## src/verilog/pin_irq_defs.svh

```systemverilog
// register offsets, field positions and reset values of the pin interrupt block
`ifndef PIN_IRQ_DEFS_SVH
`define PIN_IRQ_DEFS_SVH

// ----------------------------------------------------------------------------
// register offsets
// ----------------------------------------------------------------------------
`define FIRST_FLAG_ADDR 8'h89
`define SECOND_FLAG_ADDR 8'h8a
`define THIRD_FLAG_ADDR 8'h8b
`define PIN_CTRL_ADDR 8'h8c
`define SECOND_PIN_EN_ADDR 8'h8d
`define EVT_STATUS_ADDR 8'h90
`define EVT_CLEAR_ADDR 8'h91
`define EVT_ENABLE_ADDR 8'h92

// ----------------------------------------------------------------------------
// field positions and reset values
// ----------------------------------------------------------------------------
`define CTRL_RESET 7'h00
`define FLAG_RESET 21'h000000
`define SECOND_PIN_EN_RESET 8'h00
`define EVT_RESET 3'h0
`define FIRST_LO 0
`define SECOND_LO 8
`define THIRD_LO 16
`define RESUME_LINE 7
`define SPARE_FLAG_LINE 6
`define FIRST_FLAG_MASK_USB 8'hbf
`define FIRST_FLAG_MASK_STD 8'hff

`endif

```

## src/verilog/pin_irq_pkg.sv

```systemverilog
// types shared by the pin interrupt block
package pin_irq_pkg;

   // control register fields, bit 6 first down to bit 0
   typedef struct packed {
      logic spare;
      logic third_en;
      logic upper_en;
      logic lower_en;
      logic third_edge;
      logic second_edge;
      logic first_edge;
   } pin_ctrl_t;

   // one register bus request
   typedef struct packed {
      logic [7:0] addr;
      logic [7:0] wdata;
      logic we;
      logic re;
   } bus_req_t;

endpackage

```

## src/verilog/edge_sync.sv

```systemverilog
// three-stage input synchroniser with agreement filter and edge pulses
`timescale 1ns/1ps
`default_nettype none
module edge_sync #(
   parameter int W = 21
) (
   input wire logic sys_clk_i, // system clock
   input wire logic rst_n_i, // async reset, active low
   input wire logic [W-1:0] async_i, // raw pin levels
   output logic [W-1:0] rise_o, // one-cycle rising pulse
   output logic [W-1:0] fall_o // one-cycle falling pulse
);
   logic [W-1:0] s1_ff;
   logic [W-1:0] s2_ff;
   logic [W-1:0] s3_ff;
   logic [W-1:0] filt_ff;
   logic [W-1:0] prev_ff;

   // sync chain; only s2 reads s1
   always_ff @(posedge sys_clk_i or negedge rst_n_i) begin
      if (!rst_n_i) begin
         s1_ff <= '0;
         s2_ff <= '0;
         s3_ff <= '0;
      end else begin
         s1_ff <= async_i;
         s2_ff <= s1_ff;
         s3_ff <= s2_ff;
      end
   end

   // a level counts once stages two and three agree
   always_ff @(posedge sys_clk_i or negedge rst_n_i) begin
      if (!rst_n_i) begin
         filt_ff <= '0;
         prev_ff <= '0;
      end else begin
         filt_ff <= (s2_ff & s3_ff) | (filt_ff & (s2_ff | s3_ff));
         prev_ff <= filt_ff;
      end
   end

   // current against previous sample
   assign rise_o = filt_ff & ~prev_ff;
   assign fall_o = ~filt_ff & prev_ff;
endmodule
`default_nettype wire

```

## src/verilog/port_pin_interrupt_control.sv

```systemverilog
// edge interrupt control for three input ports with register access
`timescale 1ns/1ps
`default_nettype none
`include "pin_irq_defs.svh"
module port_pin_interrupt_control #(
   parameter bit HAS_USB = 1'b1 // build with internal resume source
) (
   input wire logic sys_clk_i, // system clock, 10 MHz
   input wire logic rst_n_i, // async reset, active low
   input wire pin_irq_pkg::bus_req_t bus_i, // register request
   output logic [7:0] rd_data_o, // read data, cycle after strobe
   input wire logic [7:0] first_port_i, // first port pins
   input wire logic [7:0] second_port_i, // second port pins
   input wire logic [4:0] third_port_i, // third port pins
   input wire logic usb_resume_i, // internal resume level, same clock
   output logic irq_o, // level interrupt
   output logic [2:0] port_irq_o, // per-port request: third, second, first
   output pin_irq_pkg::pin_ctrl_t ctrl_o // control register image
);
   import pin_irq_pkg::*;

   // ----------------------------------------------------------------------------
   // state
   // ----------------------------------------------------------------------------
   pin_ctrl_t ctrl_ff;
   logic [20:0] flag_ff;
   logic [7:0] pin_en_ff;
   logic [2:0] evt_stat_ff;
   logic [2:0] evt_en_ff;
   logic [7:0] rd_ff;
   logic irq_ff;
   logic [2:0] port_irq_ff;
   logic usb_prev_ff;

   // ----------------------------------------------------------------------------
   // next values and decode
   // ----------------------------------------------------------------------------
   pin_ctrl_t nxt_ctrl;
   logic [20:0] nxt_flag;
   logic [7:0] nxt_pin_en;
   logic [2:0] nxt_evt_stat;
   logic [2:0] nxt_evt_en;
   logic [2:0] nxt_port_irq;
   logic [20:0] rise;
   logic [20:0] fall;
   logic [20:0] edge_ev;
   logic [20:0] flag_clr;
   logic [20:0] flag_mask;
   logic [7:0] first_ev;
   logic [7:0] first_grp;
   logic usb_rise;
   logic usb_fall;
   logic wr_ctrl;
   logic wr_first;
   logic wr_second;
   logic wr_third;
   logic wr_pin_en;
   logic wr_evt_clr;
   logic wr_evt_en;
   logic [2:0] evt_new;

   // register write decode
   assign wr_ctrl = bus_i.we && (bus_i.addr == `PIN_CTRL_ADDR);
   assign wr_first = bus_i.we && (bus_i.addr == `FIRST_FLAG_ADDR);
   assign wr_second = bus_i.we && (bus_i.addr == `SECOND_FLAG_ADDR);
   assign wr_third = bus_i.we && (bus_i.addr == `THIRD_FLAG_ADDR);
   assign wr_pin_en = bus_i.we && (bus_i.addr == `SECOND_PIN_EN_ADDR);
   assign wr_evt_clr = bus_i.we && (bus_i.addr == `EVT_CLEAR_ADDR);
   assign wr_evt_en = bus_i.we && (bus_i.addr == `EVT_ENABLE_ADDR);

   // ----------------------------------------------------------------------------
   // input synchronisers and edge detection
   // ----------------------------------------------------------------------------
   edge_sync #(
      .W(21)
   ) u_sync (
      .sys_clk_i(sys_clk_i),
      .rst_n_i(rst_n_i),
      .async_i({third_port_i, second_port_i, first_port_i}),
      .rise_o(rise),
      .fall_o(fall)
   );

   // resume comes from logic on this clock, so no synchroniser
   always_ff @(posedge sys_clk_i or negedge rst_n_i) begin
      if (!rst_n_i) begin
         usb_prev_ff <= 1'b0;
      end else begin
         usb_prev_ff <= usb_resume_i;
      end
   end

   assign usb_rise = usb_resume_i && !usb_prev_ff;
   assign usb_fall = !usb_resume_i && usb_prev_ff;

   // first port edges, with line 7 taken over by resume on the usb build;
   // resume follows the same edge select, so software must hold it rising
   always_comb begin
      first_ev = ctrl_ff.first_edge ? fall[7:0] : rise[7:0];
      if (HAS_USB) begin
         first_ev[`RESUME_LINE] = ctrl_ff.first_edge ? usb_fall : usb_rise;
         first_ev[`SPARE_FLAG_LINE] = 1'b0;
      end
   end

   // per-port polarity
   assign edge_ev[7:0] = first_ev;
   assign edge_ev[15:8] = ctrl_ff.second_edge ? fall[15:8] : rise[15:8];
   assign edge_ev[20:16] = ctrl_ff.third_edge ? fall[20:16] : rise[20:16];

   // ----------------------------------------------------------------------------
   // pending flags
   // ----------------------------------------------------------------------------
   // usb build keeps flag 6 at zero; pins 7 and 6 are not flagged there
   assign flag_mask[7:0] = HAS_USB ? `FIRST_FLAG_MASK_USB : `FIRST_FLAG_MASK_STD;
   assign flag_mask[20:8] = '1;

   // writing 0 clears a flag, writing 1 leaves it
   assign flag_clr[7:0] = wr_first ? ~bus_i.wdata : 8'h00;
   assign flag_clr[15:8] = wr_second ? ~bus_i.wdata : 8'h00;
   assign flag_clr[20:16] = wr_third ? ~bus_i.wdata[4:0] : 5'h00;

   // set beats clear in the same cycle so no edge is lost
   genvar gi;
   generate
      for (gi = 0; gi < 21; gi = gi + 1) begin : g_flag
         assign nxt_flag[gi] = flag_mask[gi] &&
            ((flag_ff[gi] && !flag_clr[gi]) || edge_ev[gi]);
      end
   endgenerate

   always_ff @(posedge sys_clk_i or negedge rst_n_i) begin
      if (!rst_n_i) begin
         flag_ff <= `FLAG_RESET;
      end else begin
         flag_ff <= nxt_flag;
      end
   end

   // ----------------------------------------------------------------------------
   // control and enable registers
   // ----------------------------------------------------------------------------
   // bit 7 is not stored; bit 6 is kept without function
   assign nxt_ctrl = wr_ctrl ? pin_ctrl_t'(bus_i.wdata[6:0]) : ctrl_ff;
   assign nxt_pin_en = wr_pin_en ? bus_i.wdata : pin_en_ff;
   assign nxt_evt_en = wr_evt_en ? bus_i.wdata[2:0] : evt_en_ff;

   always_ff @(posedge sys_clk_i or negedge rst_n_i) begin
      if (!rst_n_i) begin
         ctrl_ff <= `CTRL_RESET;
         pin_en_ff <= `SECOND_PIN_EN_RESET;
         evt_en_ff <= `EVT_RESET;
      end else begin
         ctrl_ff <= nxt_ctrl;
         pin_en_ff <= nxt_pin_en;
         evt_en_ff <= nxt_evt_en;
      end
   end

   // ----------------------------------------------------------------------------
   // group gating and per-port requests
   // ----------------------------------------------------------------------------
   // gating uses the new control value so requests track it exactly
   assign first_grp = {{4{nxt_ctrl.upper_en}}, {4{nxt_ctrl.lower_en}}};
   assign nxt_port_irq[0] = |(nxt_flag[7:0] & first_grp);
   assign nxt_port_irq[1] = |(nxt_flag[15:8] & nxt_pin_en);
   assign nxt_port_irq[2] = nxt_ctrl.third_en && (|nxt_flag[20:16]);

   // a new qualified edge per port feeds the sticky event bits
   assign evt_new[0] = |(edge_ev[7:0] & flag_mask[7:0] &
      {{4{ctrl_ff.upper_en}}, {4{ctrl_ff.lower_en}}});
   assign evt_new[1] = |(edge_ev[15:8] & pin_en_ff);
   assign evt_new[2] = ctrl_ff.third_en && (|edge_ev[20:16]);

   // sticky status, write one to clear, set wins
   assign nxt_evt_stat = (evt_stat_ff & ~(wr_evt_clr ? bus_i.wdata[2:0] : 3'h0)) | evt_new;

   always_ff @(posedge sys_clk_i or negedge rst_n_i) begin
      if (!rst_n_i) begin
         evt_stat_ff <= `EVT_RESET;
         port_irq_ff <= 3'h0;
         irq_ff <= 1'b0;
      end else begin
         evt_stat_ff <= nxt_evt_stat;
         port_irq_ff <= nxt_port_irq;
         irq_ff <= |(nxt_evt_stat & nxt_evt_en);
      end
   end

   // ----------------------------------------------------------------------------
   // read path
   // ----------------------------------------------------------------------------
   // data stand for one cycle only, then drop to zero
   always_ff @(posedge sys_clk_i or negedge rst_n_i) begin
      if (!rst_n_i) begin
         rd_ff <= 8'h00;
      end else if (bus_i.re) begin
         case (bus_i.addr)
            `FIRST_FLAG_ADDR: rd_ff <= flag_ff[7:0];
            `SECOND_FLAG_ADDR: rd_ff <= flag_ff[15:8];
            `THIRD_FLAG_ADDR: rd_ff <= {3'h0, flag_ff[20:16]};
            `PIN_CTRL_ADDR: rd_ff <= {1'b0, ctrl_ff};
            `SECOND_PIN_EN_ADDR: rd_ff <= pin_en_ff;
            `EVT_STATUS_ADDR: rd_ff <= {5'h00, evt_stat_ff};
            `EVT_ENABLE_ADDR: rd_ff <= {5'h00, evt_en_ff};
            default: rd_ff <= 8'h00;
         endcase
      end else begin
         rd_ff <= 8'h00;
      end
   end

   // outputs straight from flip-flops
   assign rd_data_o = rd_ff;
   assign irq_o = irq_ff;
   assign port_irq_o = port_irq_ff;
   assign ctrl_o = ctrl_ff;
endmodule
`default_nettype wire

```

## config.mk

```make
export PLATFORM = sky130hd
export DESIGN_NAME = port_pin_interrupt_control
export DESIGN_NICKNAME = d
export VERILOG_FILES = /design/src/verilog/pin_irq_pkg.sv /design/src/verilog/edge_sync.sv /design/src/verilog/port_pin_interrupt_control.sv
export VERILOG_INCLUDE_DIRS = /design/src /design/src/verilog
export SDC_FILE = /design/constraint.sdc
export NUM_CORES = 1
export LEC_CHECK = 0
export BUFFER_PORTS_ARGS = -buffer_cell sky130_fd_sc_hd__buf_2
export CELL_PAD_IN_SITES_DETAIL_PLACEMENT = 0
export CELL_PAD_IN_SITES_GLOBAL_PLACEMENT = 1
export CORE_MARGIN = 1.5
export CORE_UTILIZATION = 30
export CTS_CLUSTER_SIZE = 14
export DETAILED_ROUTE_END_ITERATION = 12
export GPL_ROUTABILITY_DRIVEN = 0
export PLACE_DENSITY_LB_ADDON = 0.1
export RECOVER_POWER = 50
export SYNTH_ARGS = -nofsm -noshare
export SYNTH_HDL_FRONTEND = slang
export SYNTH_HIERARCHICAL = 1
export SYNTH_SLANG_ARGS = --single-unit
```

## constraint.sdc

```tcl
create_clock -name sys_clk_i -period 2.8 [get_ports sys_clk_i]
set_input_delay 0.14 -clock sys_clk_i [delete_from_list [all_inputs] [get_ports sys_clk_i]]
set_output_delay 0.14 -clock sys_clk_i [all_outputs]
set_load 0.02 [all_outputs]
```

==> key figures, run 1 <==
Floorplanning
  • Ports: between 60 and 70
  • Core Region: 18600 µm²
  • Die height: 140 µm
  • Die X-Extent: 140 µm
  • Die area: 19700 µm²
  • Row count: 50
  • Starting Density: 0.304

Run status
  • Status: finished, violations left
  • Failing checks: max-capacitance violations, max-slew violations

Pwr
  • Power per cell area: around 710 nW/µm²
  • P_leak: 3.05 nW
  • VDD IR-drop max: 0.000366 V

STA
  • Endpoints failing setup: 0
  • Final clock skew: 10.2 ps
  • Rel. slew slack: -0.243
  • FMAX: 445 MHz
  • Setup TNS Final: 0 ps
  • Tcrit/Tclk final: 0.803
  • Tmin final: around 2200 ps
  • Worst slew pin tran: roughly 1900 ps
  • Max-slew violations: between 70 and 80
  • RSZ-0062 raised after global routing: false
  • Final hold violations: 0

Global route
  • Vias in the first global route: 3596
  • GR Layer Usage met1: 0.191
  • GRT Resource Usage Total: 0.140
  • M3 GR Usage: 0.0441
  • GR met2 Demand/Resource: 0.210
  • Largest net degree at the start of global routing: 74
  • First-pass GRT wire length: a little over 20000 µm
  • GR peak layer: met2
  • Initial antenna violation count: 0
  • GR Overflow Total: 0

Layout
  • Area Growth Syn to Fin: 25.1%
  • Final nets: between 500 and 600
  • Share of cells above drive strength 1: 0.247
  • Final Non-Filler Cells: 752
  • Antenna Cells: 0

Yosys
  • Total of warnings raised by yosys: 6
  • Syn avg cell area: between 10 and 15 µm²
  • Mapped cell area: 5670 µm²
  • Net count after synthesis: 450
  • Cells after synthesis: 408

Worst setup path
  • Reg-to-reg endpoint: irq_o$_DFF_PN0_
  • Setup Crit Path Kind: reg2reg
  • R2r setup slk: ~550 ps
  • Most frequent CP cell: a221o_1
  • CP Capture Type: flop
  • Worst Path Arrival: around 2600 ps
  • CP Cell Sequence: buf_4, mux2_2, a221o_1, a211o_1, a221o_1
  • Max stage delay on crit path: 530 ps
  • Critical path's slowest cell: dfrtp_1
  • RR Startpoint: ctrl_o[1]$_DFFE_PN0N_
  • Worst Path Max Fanout: 7
  • Startpoint types: flop
  • FF-to-FF path depth: 5
  • Worst Path Required: 3100 ps

Placement
  • Port Buf Inserts: 58
  • Dpl hpwl: 9080 µm
  • Post-Place Cells: 698

Route
  • Total Wirelength: 12900 µm
  • 1st-pass router iterations: 4
  • Via-to-Cell Ratio: about 4.7
  • Post-route ant nets: 0
  • Drc violations: 0
  • Per-cell routed wire length: 17.1 µm
  • Starting DRC count in detailed routing: 167
  • Via count: 3528

Clock tree
  • Clock Path Buffers: 2
  • CTS Buf Count: 17
  • Clock root buffer: clkbuf_16
  • CTS H-tree depth: 4
  • Sink Count: 149
  • Setup Buffers After CTS: 0
  • CTS resizes: 0
  • CTS tree: built
  • Clk Latency, worst-skew pair: 430 ps
  • Clk pin slew, worst setup/hold paths: 60 ps

Hold path
  • Hold endpoint: pin_en_ff[7]$_DFF_PN0_
  • Min-delay worst type: in2reg
  • Hold-critical path depth: 2
  • Hold_sp: bus_i[9]

Job
  • Max Cap Violations: 1
-- routing by layer --
| layer | vias to the layer above | part of all wire |
|---|---|---|
| li1 | 1687 | - |
| met1 | 1732 | 0.48 |
| met2 | 96 | 0.45 |
| met3 | 13 | 0.055 |
| met4 | 0 | 0.014 |
| met5 | - | 0 |
-- how the worst max path moves through the flow --
stage          cells after the start                      end                  start  slack (ps)
5_1_grt                            3      ctrl_o[3]$_DFF_PN0_                rst_n_i         380
6_report                           5          irq_o$_DFF_PN0_  ctrl_o[1]$_DFFE_PN0N_         550
2_1_floorplan                      6  port_irq_o[1]$_DFF_PN0_  ctrl_o[1]$_DFFE_PN0N_         560
4_1_cts                            5          irq_o$_DFF_PN0_  ctrl_o[1]$_DFFE_PN0N_         530
3_3_place_gp                       7          irq_o$_DFF_PN0_              bus_i[15]         290
3_5_place_dp                       7          irq_o$_DFF_PN0_              bus_i[15]         250
-- registers in the layout, summed over array words and instances (netlist names) --
name / cells
evt_en_ff: 3
u_sync/filt_ff: 19
evt_stat_ff: 3
ctrl_o: 7
pin_en_ff: 8
port_irq_o: 3
flag_ff: 20
rd_data_o: 8
u_sync/s1_ff: 19
u_sync/prev_ff: 19
irq_o: 1
u_sync/s2_ff: 19
usb_prev_ff: 1
u_sync/s3_ff: 19
-- area by class of cell --
type,count,area [µm²]
fill,1818,11600
sequential,149,3730
multi-input combinational,238,1820
timing repair buffer,91,604
clock buffer,19,453
tap,234,293
clock inverter,13,163
inverter,8,30.0
-- stage by stage --
step | area (µm²) | total power [mW] | utilization | hold slack, ps | worst slack (ps)
3_5_place_dp | 6290 | 2.75 | 0.337 | 222 | 248
5_1_grt | 7090 | 5.29 | 0.380 | 43.4 | 376
2_1_floorplan | 5670 | 2.57 | - | -156 | 561
3_3_place_gp | 6290 | 2.74 | 0.337 | 219 | 286
4_1_cts | 7120 | 5.15 | 0.382 | 37.5 | 529
6_report | 7090 | 5.06 | 0.380 | 48.3 | 551
-- critical path: cells and delay by family, from the launching register on --
kind / cells / cell delay (ps)
buffers and inverters: 1 / 220
muxes: 1 / 370
AOI/OAI and AO/OA: 3 / 1000
DFF: 1 / 530
-- placed cells by master (no fill, tap or decap), types with 9 or more instances in the layout --
| master | count |
|---|---|
| nor2b_1 | 25 |
| o41ai_1 | 18 |
| dlygate4sd3_1 | 22 |
| clkbuf_16 | 17 |
| a22oi_1 | 9 |
| buf_2 | 56 |
| and2b_1 | 19 |
| maj3_1 | 19 |
| mux2_2 | 24 |
| buf_4 | 10 |
| mux2i_1 | 16 |
| dfrtp_1 | 149 |
| nor2_1 | 9 |
| nand2_1 | 23 |
-- where the power goes --
group | switching [mW] | internal [mW]
logic | 0.190 | 0.170
registers | 0.0769 | 2.28
clock network | 0.952 | 1.39
total | 1.22 | 3.84
-- what timing repair did --
action / 4_1_cts / 5_1_grt
setup endpoints to repair: 0 / 0
hold buffers: 22 / 0
hold endpoints to repair: 92 / 0
(Power assumes the default switching activity.)
==> run 2: changes to the inputs <==
- clock period: 2.8 -> 1.95 ns (I/O delays scaled with it)
==> run 2 against run 1 <==
Effect of this change:
- the flow finishes with violations (negative setup slack)
- sequential share of layout area down 3.1 points
- clock skew fell by 2.1 ps
- final area increased by 6.4%
- highest routed layer unchanged
- sequential power up 43%
- setup slack worse by 630 ps
- non-clock buffer count up 50
==> key figures, run 2 (synthesized netlist as in run 1, its figures left out) <==
Run status
  • Failing checks: negative setup slack
  • Status: finished, violations left

Global route
  • GR Overflow Total: 0
  • Vias in the first global route: 3978
  • Largest net degree at the start of global routing: 49
  • Initial antenna violation count: 0
  • GRT Resource Usage Total: 0.152
  • First-pass GRT wire length: roughly 22000 µm

Floorplanning
  • Core Region: 18600 µm²
  • Ports: 61
  • Row count: 50
  • Die height: 140 µm
  • Die area: 19700 µm²
  • Starting Density: 0.304
  • Die X-Extent: 140 µm

Worst setup path
  • Startpoint types: flop
  • Worst Path Required: 2250 ps
  • CP Capture Type: flop
  • Worst Path Arrival: about 2300 ps
  • Setup Crit Path Kind: reg2reg
  • Worst Path Max Fanout: 7

Pwr
  • Power per cell area: 960 nW/µm²
  • Pint: 5.41 mW
  • VDD IR-drop max: 0.000515 V
  • Seq pwr share: 0.465
  • P_leak: between 3 and 4 nW
  • Comb pwr share: 0.090
  • Switching Share: 0.254
  • Psw: 1.84 mW
  • PnR Total Power: 7.25 mW
  • Clock share of power: 0.445

Placement
  • Placed Area: around 6600 µm²
  • Dpl hpwl: between 10000 and 15000 µm
  • Port Buf Inserts: 58
  • Post-Place Cells: 742

STA
  • Max-slew violations: 0
  • Final hold violations: 0
  • Rel. slew slack: 0.152
  • Worst slew pin tran: approximately 1300 ps
  • Tmin final: ~2000 ps
  • Final clock skew: 8.13 ps
  • Tcrit/Tclk final: 1.04
  • Setup TNS Final: -79.8 ps
  • RSZ-0062 raised after global routing: true
  • FMAX: 493 MHz
  • Endpoints failing setup: 1
  • Setup WS post-layout: -79.8 ps

Layout
  • Share of cells above drive strength 1: 0.347
  • Most common library cell in the layout ignoring fill and taps: dfrtp_1
  • Final nets: around 600
  • Most frequent cells in the layout: dfrtp_1, buf_2, buf_4, nor2b_1, dlygate4sd3_1
  • Fin area: 7550 µm²
  • Most flops, register: flag_ff
  • Area Growth Syn to Fin: 33.2%
  • Max reg flops: 20
  • Utilization after layout: 0.405
  • Antenna Cells: 0
  • Final Non-Filler Cells: 802

Route
  • Drc violations: 0
  • M1 WL: 6510 µm
  • Via-to-Cell Ratio: 4.71
  • DR top layer: met4
  • Starting DRC count in detailed routing: 156
  • 1st-pass router iterations: 4
  • Via count: 3775
  • Post-route ant nets: 0
  • Per-cell routed wire length: 17.3 µm
  • Metal2 WL: 6680 µm
  • Met3 WL: 550 µm
  • Total Wirelength: 13900 µm

Hold path
  • Min-delay worst type: in2reg

Clock tree
  • CTS Buf Count: 17
  • Clock root buffer: clkbuf_16
  • CTS H-tree depth: 4
  • Clock Path Buffers: 2
  • Clk Latency, worst-skew pair: approximately 420 ps
  • Sink Count: 149
  • Clk pin slew, worst setup/hold paths: roughly 70 ps
  • CTS tree: built

Job
  • Max Cap Violations: 0
==> run 2: power by group through the flow <==
stage / Combinational (mW) / Clock (mW) / Sequential (mW)
after floorplan: 0.276 / 0 / 3.42
after global placement: 0.599 / 0 / 3.43
after detailed placement: 0.604 / 0 / 3.43
after CTS: 0.669 / 3.32 / 3.38
after global routing: 0.723 / 3.47 / 3.39
final: 0.651 / 3.23 / 3.37
==> run 2: worst max-delay path: stages, from the launching register on <==
cell	delay (ps)
dfrtp_2	480
buf_6	150
mux2_4	310
a221o_1	350
a211o_1	300
a221o_1	320
==> run 2: routing by layer <==
metal  vias to the layer above  global-route usage
met1                      1916               0.200
met5                         -                   0
met2                        63               0.241
met4                         0              0.0471
met3                        11              0.0451
li1                       1785                   -
==> run 2: through the flow <==
step                      hold WS, ps  worst slack, ps
after global placement           75.9             -483
final                            45.4            -79.8
after detailed placement         80.7             -443
after global routing             48.7             -150
after CTS                        28.4            -56.3
after floorplan                  -198            -13.3
==> run 2: layout make-up <==
class / instances / area [µm²]
Clock buffer: 17 / 425
Fill cell: 1813 / 11100
Clock inverter: 15 / 159
Sequential cell: 149 / 3730
Multi-Input combinational cell: 238 / 1940
Timing Repair Buffer: 141 / 973
Inverter: 8 / 30.0
Tap cell: 234 / 293
==> run 2: timing repair <==
action	CTS	global route
pin swaps	3	3
setup buffers	4	1
resized for setup	11	13
hold buffers	24	0
hold endpoints to repair	70	0
setup endpoints to repair	2	4
==> run 2: final timing paths <==
path	start	endpoint	slack (ps)	depth (start not counted)
setup / recovery	ctrl_o[1]$_DFFE_PN0N_	irq_o$_DFF_PN0_	-80	5
hold / removal	bus_i[6]	flag_ff[20]$_DFF_PN0_	50	3
setup reg to reg	ctrl_o[1]$_DFFE_PN0N_	irq_o$_DFF_PN0_	-80	5
hold reg to reg	u_sync/s1_ff[13]$_DFF_PN0_	u_sync/s2_ff[13]$_DFF_PN0_	350	0
max in group asynchronous	rst_n_i	u_sync/s3_ff[18]$_DFF_PN0_	330	3
min in group asynchronous	rst_n_i	u_sync/prev_ff[10]$_DFF_PN0_	480	2
==> run 3: changes to the inputs <==
- BUFFER_PORTS_ARGS: -buffer_cell sky130_fd_sc_hd__buf_2 -> not set
- DONT_BUFFER_PORTS: not set -> 1
- clock period: 1.95 -> 2.6 ns (I/O delays scaled with it)
==> run 3 against run 2 <==
Effect of this change:
- the run ends with negative hold slack left
- setup slack improved by 390 ps
- die area did not move
- sequential power shrank 24%
- final area down 9.4%
- maximum frequency down 11%
- critical path type unchanged
- highest routed layer unchanged
==> key figures, run 3 (synthesized netlist as in run 1, its figures left out) <==
Run status
  • Status: finished, violations left
  • Failing checks: negative hold slack

Layout
  • # fillers: about 1.8k
  • Max reg flops: 20
  • Most common library cell in the layout ignoring fill and taps: dfrtp_1
  • Area Growth Syn to Fin: 20.6%
  • Share of cells above drive strength 1: 0.195
  • Most flops, register: flag_ff
  • Final nets: around 500
  • Most frequent cells in the layout: dfrtp_1, dlygate4sd3_1, nor2b_1, mux2_2, nand2_1
  • Antenna Cells: 0

STA
  • Endpoints failing setup: 0
  • RSZ-0062 raised after global routing: false
  • Worst slew pin tran: 943 ps
  • Tcrit/Tclk final: 0.881
  • Final clock skew: 8.35 ps
  • FMAX: between 400 and 500 MHz
  • Setup WS post-layout: 310 ps
  • Tmin final: ~2300 ps
  • Setup TNS Final: 0 ps
  • Final hold violations: between 100 and 150
  • Rel. slew slack: 0.366
  • Max-slew violations: 0
  • Hold_ws: -593 ps

Worst setup path
  • Critical path's slowest cell: dfrtp_1
  • CP Capture Type: flop
  • FF-to-FF path depth: 6
  • CP top delay family: compound AO/OA/AOI/OAI gates
  • Max stage delay on crit path: 610 ps
  • Startpoint types: flop
  • R2r setup slk: 310 ps
  • Buf/Inv on CP: 1
  • Worst Path Max Fanout: 8
  • Worst Path Required: 2900 ps
  • Reg-to-reg endpoint: irq_o$_DFF_PN0_
  • CP Cell Sequence: buf_4, mux2_2, nand2_1, o2111ai_1, a211o_1, a221o_1
  • Setup Crit Path Kind: reg2reg
  • Worst Path Arrival: 2590 ps
  • RR Startpoint: ctrl_o[1]$_DFFE_PN0N_

Global route
  • Vias in the first global route: 3618
  • First-pass GRT wire length: between 20000 and 25000 µm
  • GRT Resource Usage Total: 0.145
  • GR Overflow Total: 0
  • Initial antenna violation count: 0
  • Largest net degree at the start of global routing: 150

Placement
  • Dpl hpwl: 8850 µm
  • Pre-CTS setup slack: 310 ps
  • Port Buf Inserts: 0

Clock tree
  • Sink Count: 149
  • Clock root buffer: clkbuf_16
  • Clock Path Buffers: 2
  • CTS tree: built
  • Cts-stage hold buffer count: 28
  • CTS Buf Count: 17
  • CTS H-tree depth: 4
  • CTS resizes: 0
  • Setup Buffers After CTS: 0
  • Clk pin slew, worst setup/hold paths: 60 ps
  • Clk Latency, worst-skew pair: between 400 and 500 ps

Route
  • Per-cell routed wire length: about 19 µm
  • Starting DRC count in detailed routing: 153
  • Post-route ant nets: 0
  • Via count: 3370
  • Total Wirelength: 13200 µm
  • Drc violations: 0
  • 1st-pass router iterations: 7
  • Via-to-Cell Ratio: ~4.8

Floorplanning
  • Core Region: 18600 µm²
  • Starting Density: 0.304
  • Die area: 19700 µm²
  • Row count: 50
  • Die X-Extent: 140 µm
  • Die height: around 140 µm
  • Ports: 61

Pwr
  • VDD IR-drop max: 0.000418 V
  • Power per cell area: approximately 760 nW/µm²
  • P_leak: approximately 2.8 nW

Job
  • Max Cap Violations: 0

Hold path
  • Min-delay worst type: in2async
-- run 3: cell type report --
| type | instances | area [µm²] | area share |
|---|---|---|---|
| tap | 234 | 293 | 0.0428 |
| clock inverter | 15 | 143 | 0.0209 |
| timing repair buffer | 40 | 370 | 0.0542 |
| clock buffer | 17 | 425 | 0.0622 |
| sequential | 149 | 3730 | 0.546 |
| multi-input combinational | 238 | 1840 | 0.270 |
| inverter | 8 | 30.0 | 0.00439 |
-- run 3: metrics by stage --
stage          instance area (µm²)   util  total power [mW]  cells
2_1_floorplan                 5670      -              2.77    408
3_3_place_gp                  5990  0.321              2.84    641
3_5_place_dp                  5990  0.321              2.85    641
4_1_cts                       6830  0.367              5.31    701
5_1_grt                       6830  0.367              5.45    701
6_report                      6830  0.367              5.22    701
-- run 3: power breakdown --
part / internal [mW] / leakage, nW / switching (mW) / total (mW)
clock network: 1.34 / 0.269 / 1.03 / 2.37
registers: 2.45 / 1.73 / 0.0970 / 2.55
logic: 0.168 / 0.815 / 0.134 / 0.302
total: 3.96 / 2.81 / 1.26 / 5.22
-- run 3: worst max-delay path by stage --
stage	startpoint	end	slack (ps)	cells after the start
final	ctrl_o[1]$_DFFE_PN0N_	irq_o$_DFF_PN0_	310	6
after global routing	ctrl_o[1]$_DFFE_PN0N_	port_irq_o[1]$_DFF_PN0_	260	5
after CTS	ctrl_o[1]$_DFFE_PN0N_	irq_o$_DFF_PN0_	290	6
after detailed placement	bus_i[15]	irq_o$_DFF_PN0_	310	6
after global placement	ctrl_o[1]$_DFFE_PN0N_	irq_o$_DFF_PN0_	290	6
after floorplan	ctrl_o[1]$_DFFE_PN0N_	port_irq_o[1]$_DFF_PN0_	360	6
-- run 3: layer usage --
| metal | global-route usage | vias to the layer above | wire [µm] | share of wire |
|---|---|---|---|---|
| li1 | - | 1593 | - | - |
| met5 | 0 | - | 0 | 0 |
| met4 | 0.0504 | 0 | 190 | 0.014 |
| met1 | 0.195 | 1688 | 6290 | 0.48 |
| met3 | 0.0547 | 13 | 781 | 0.059 |
| met2 | 0.215 | 76 | 5910 | 0.45 |
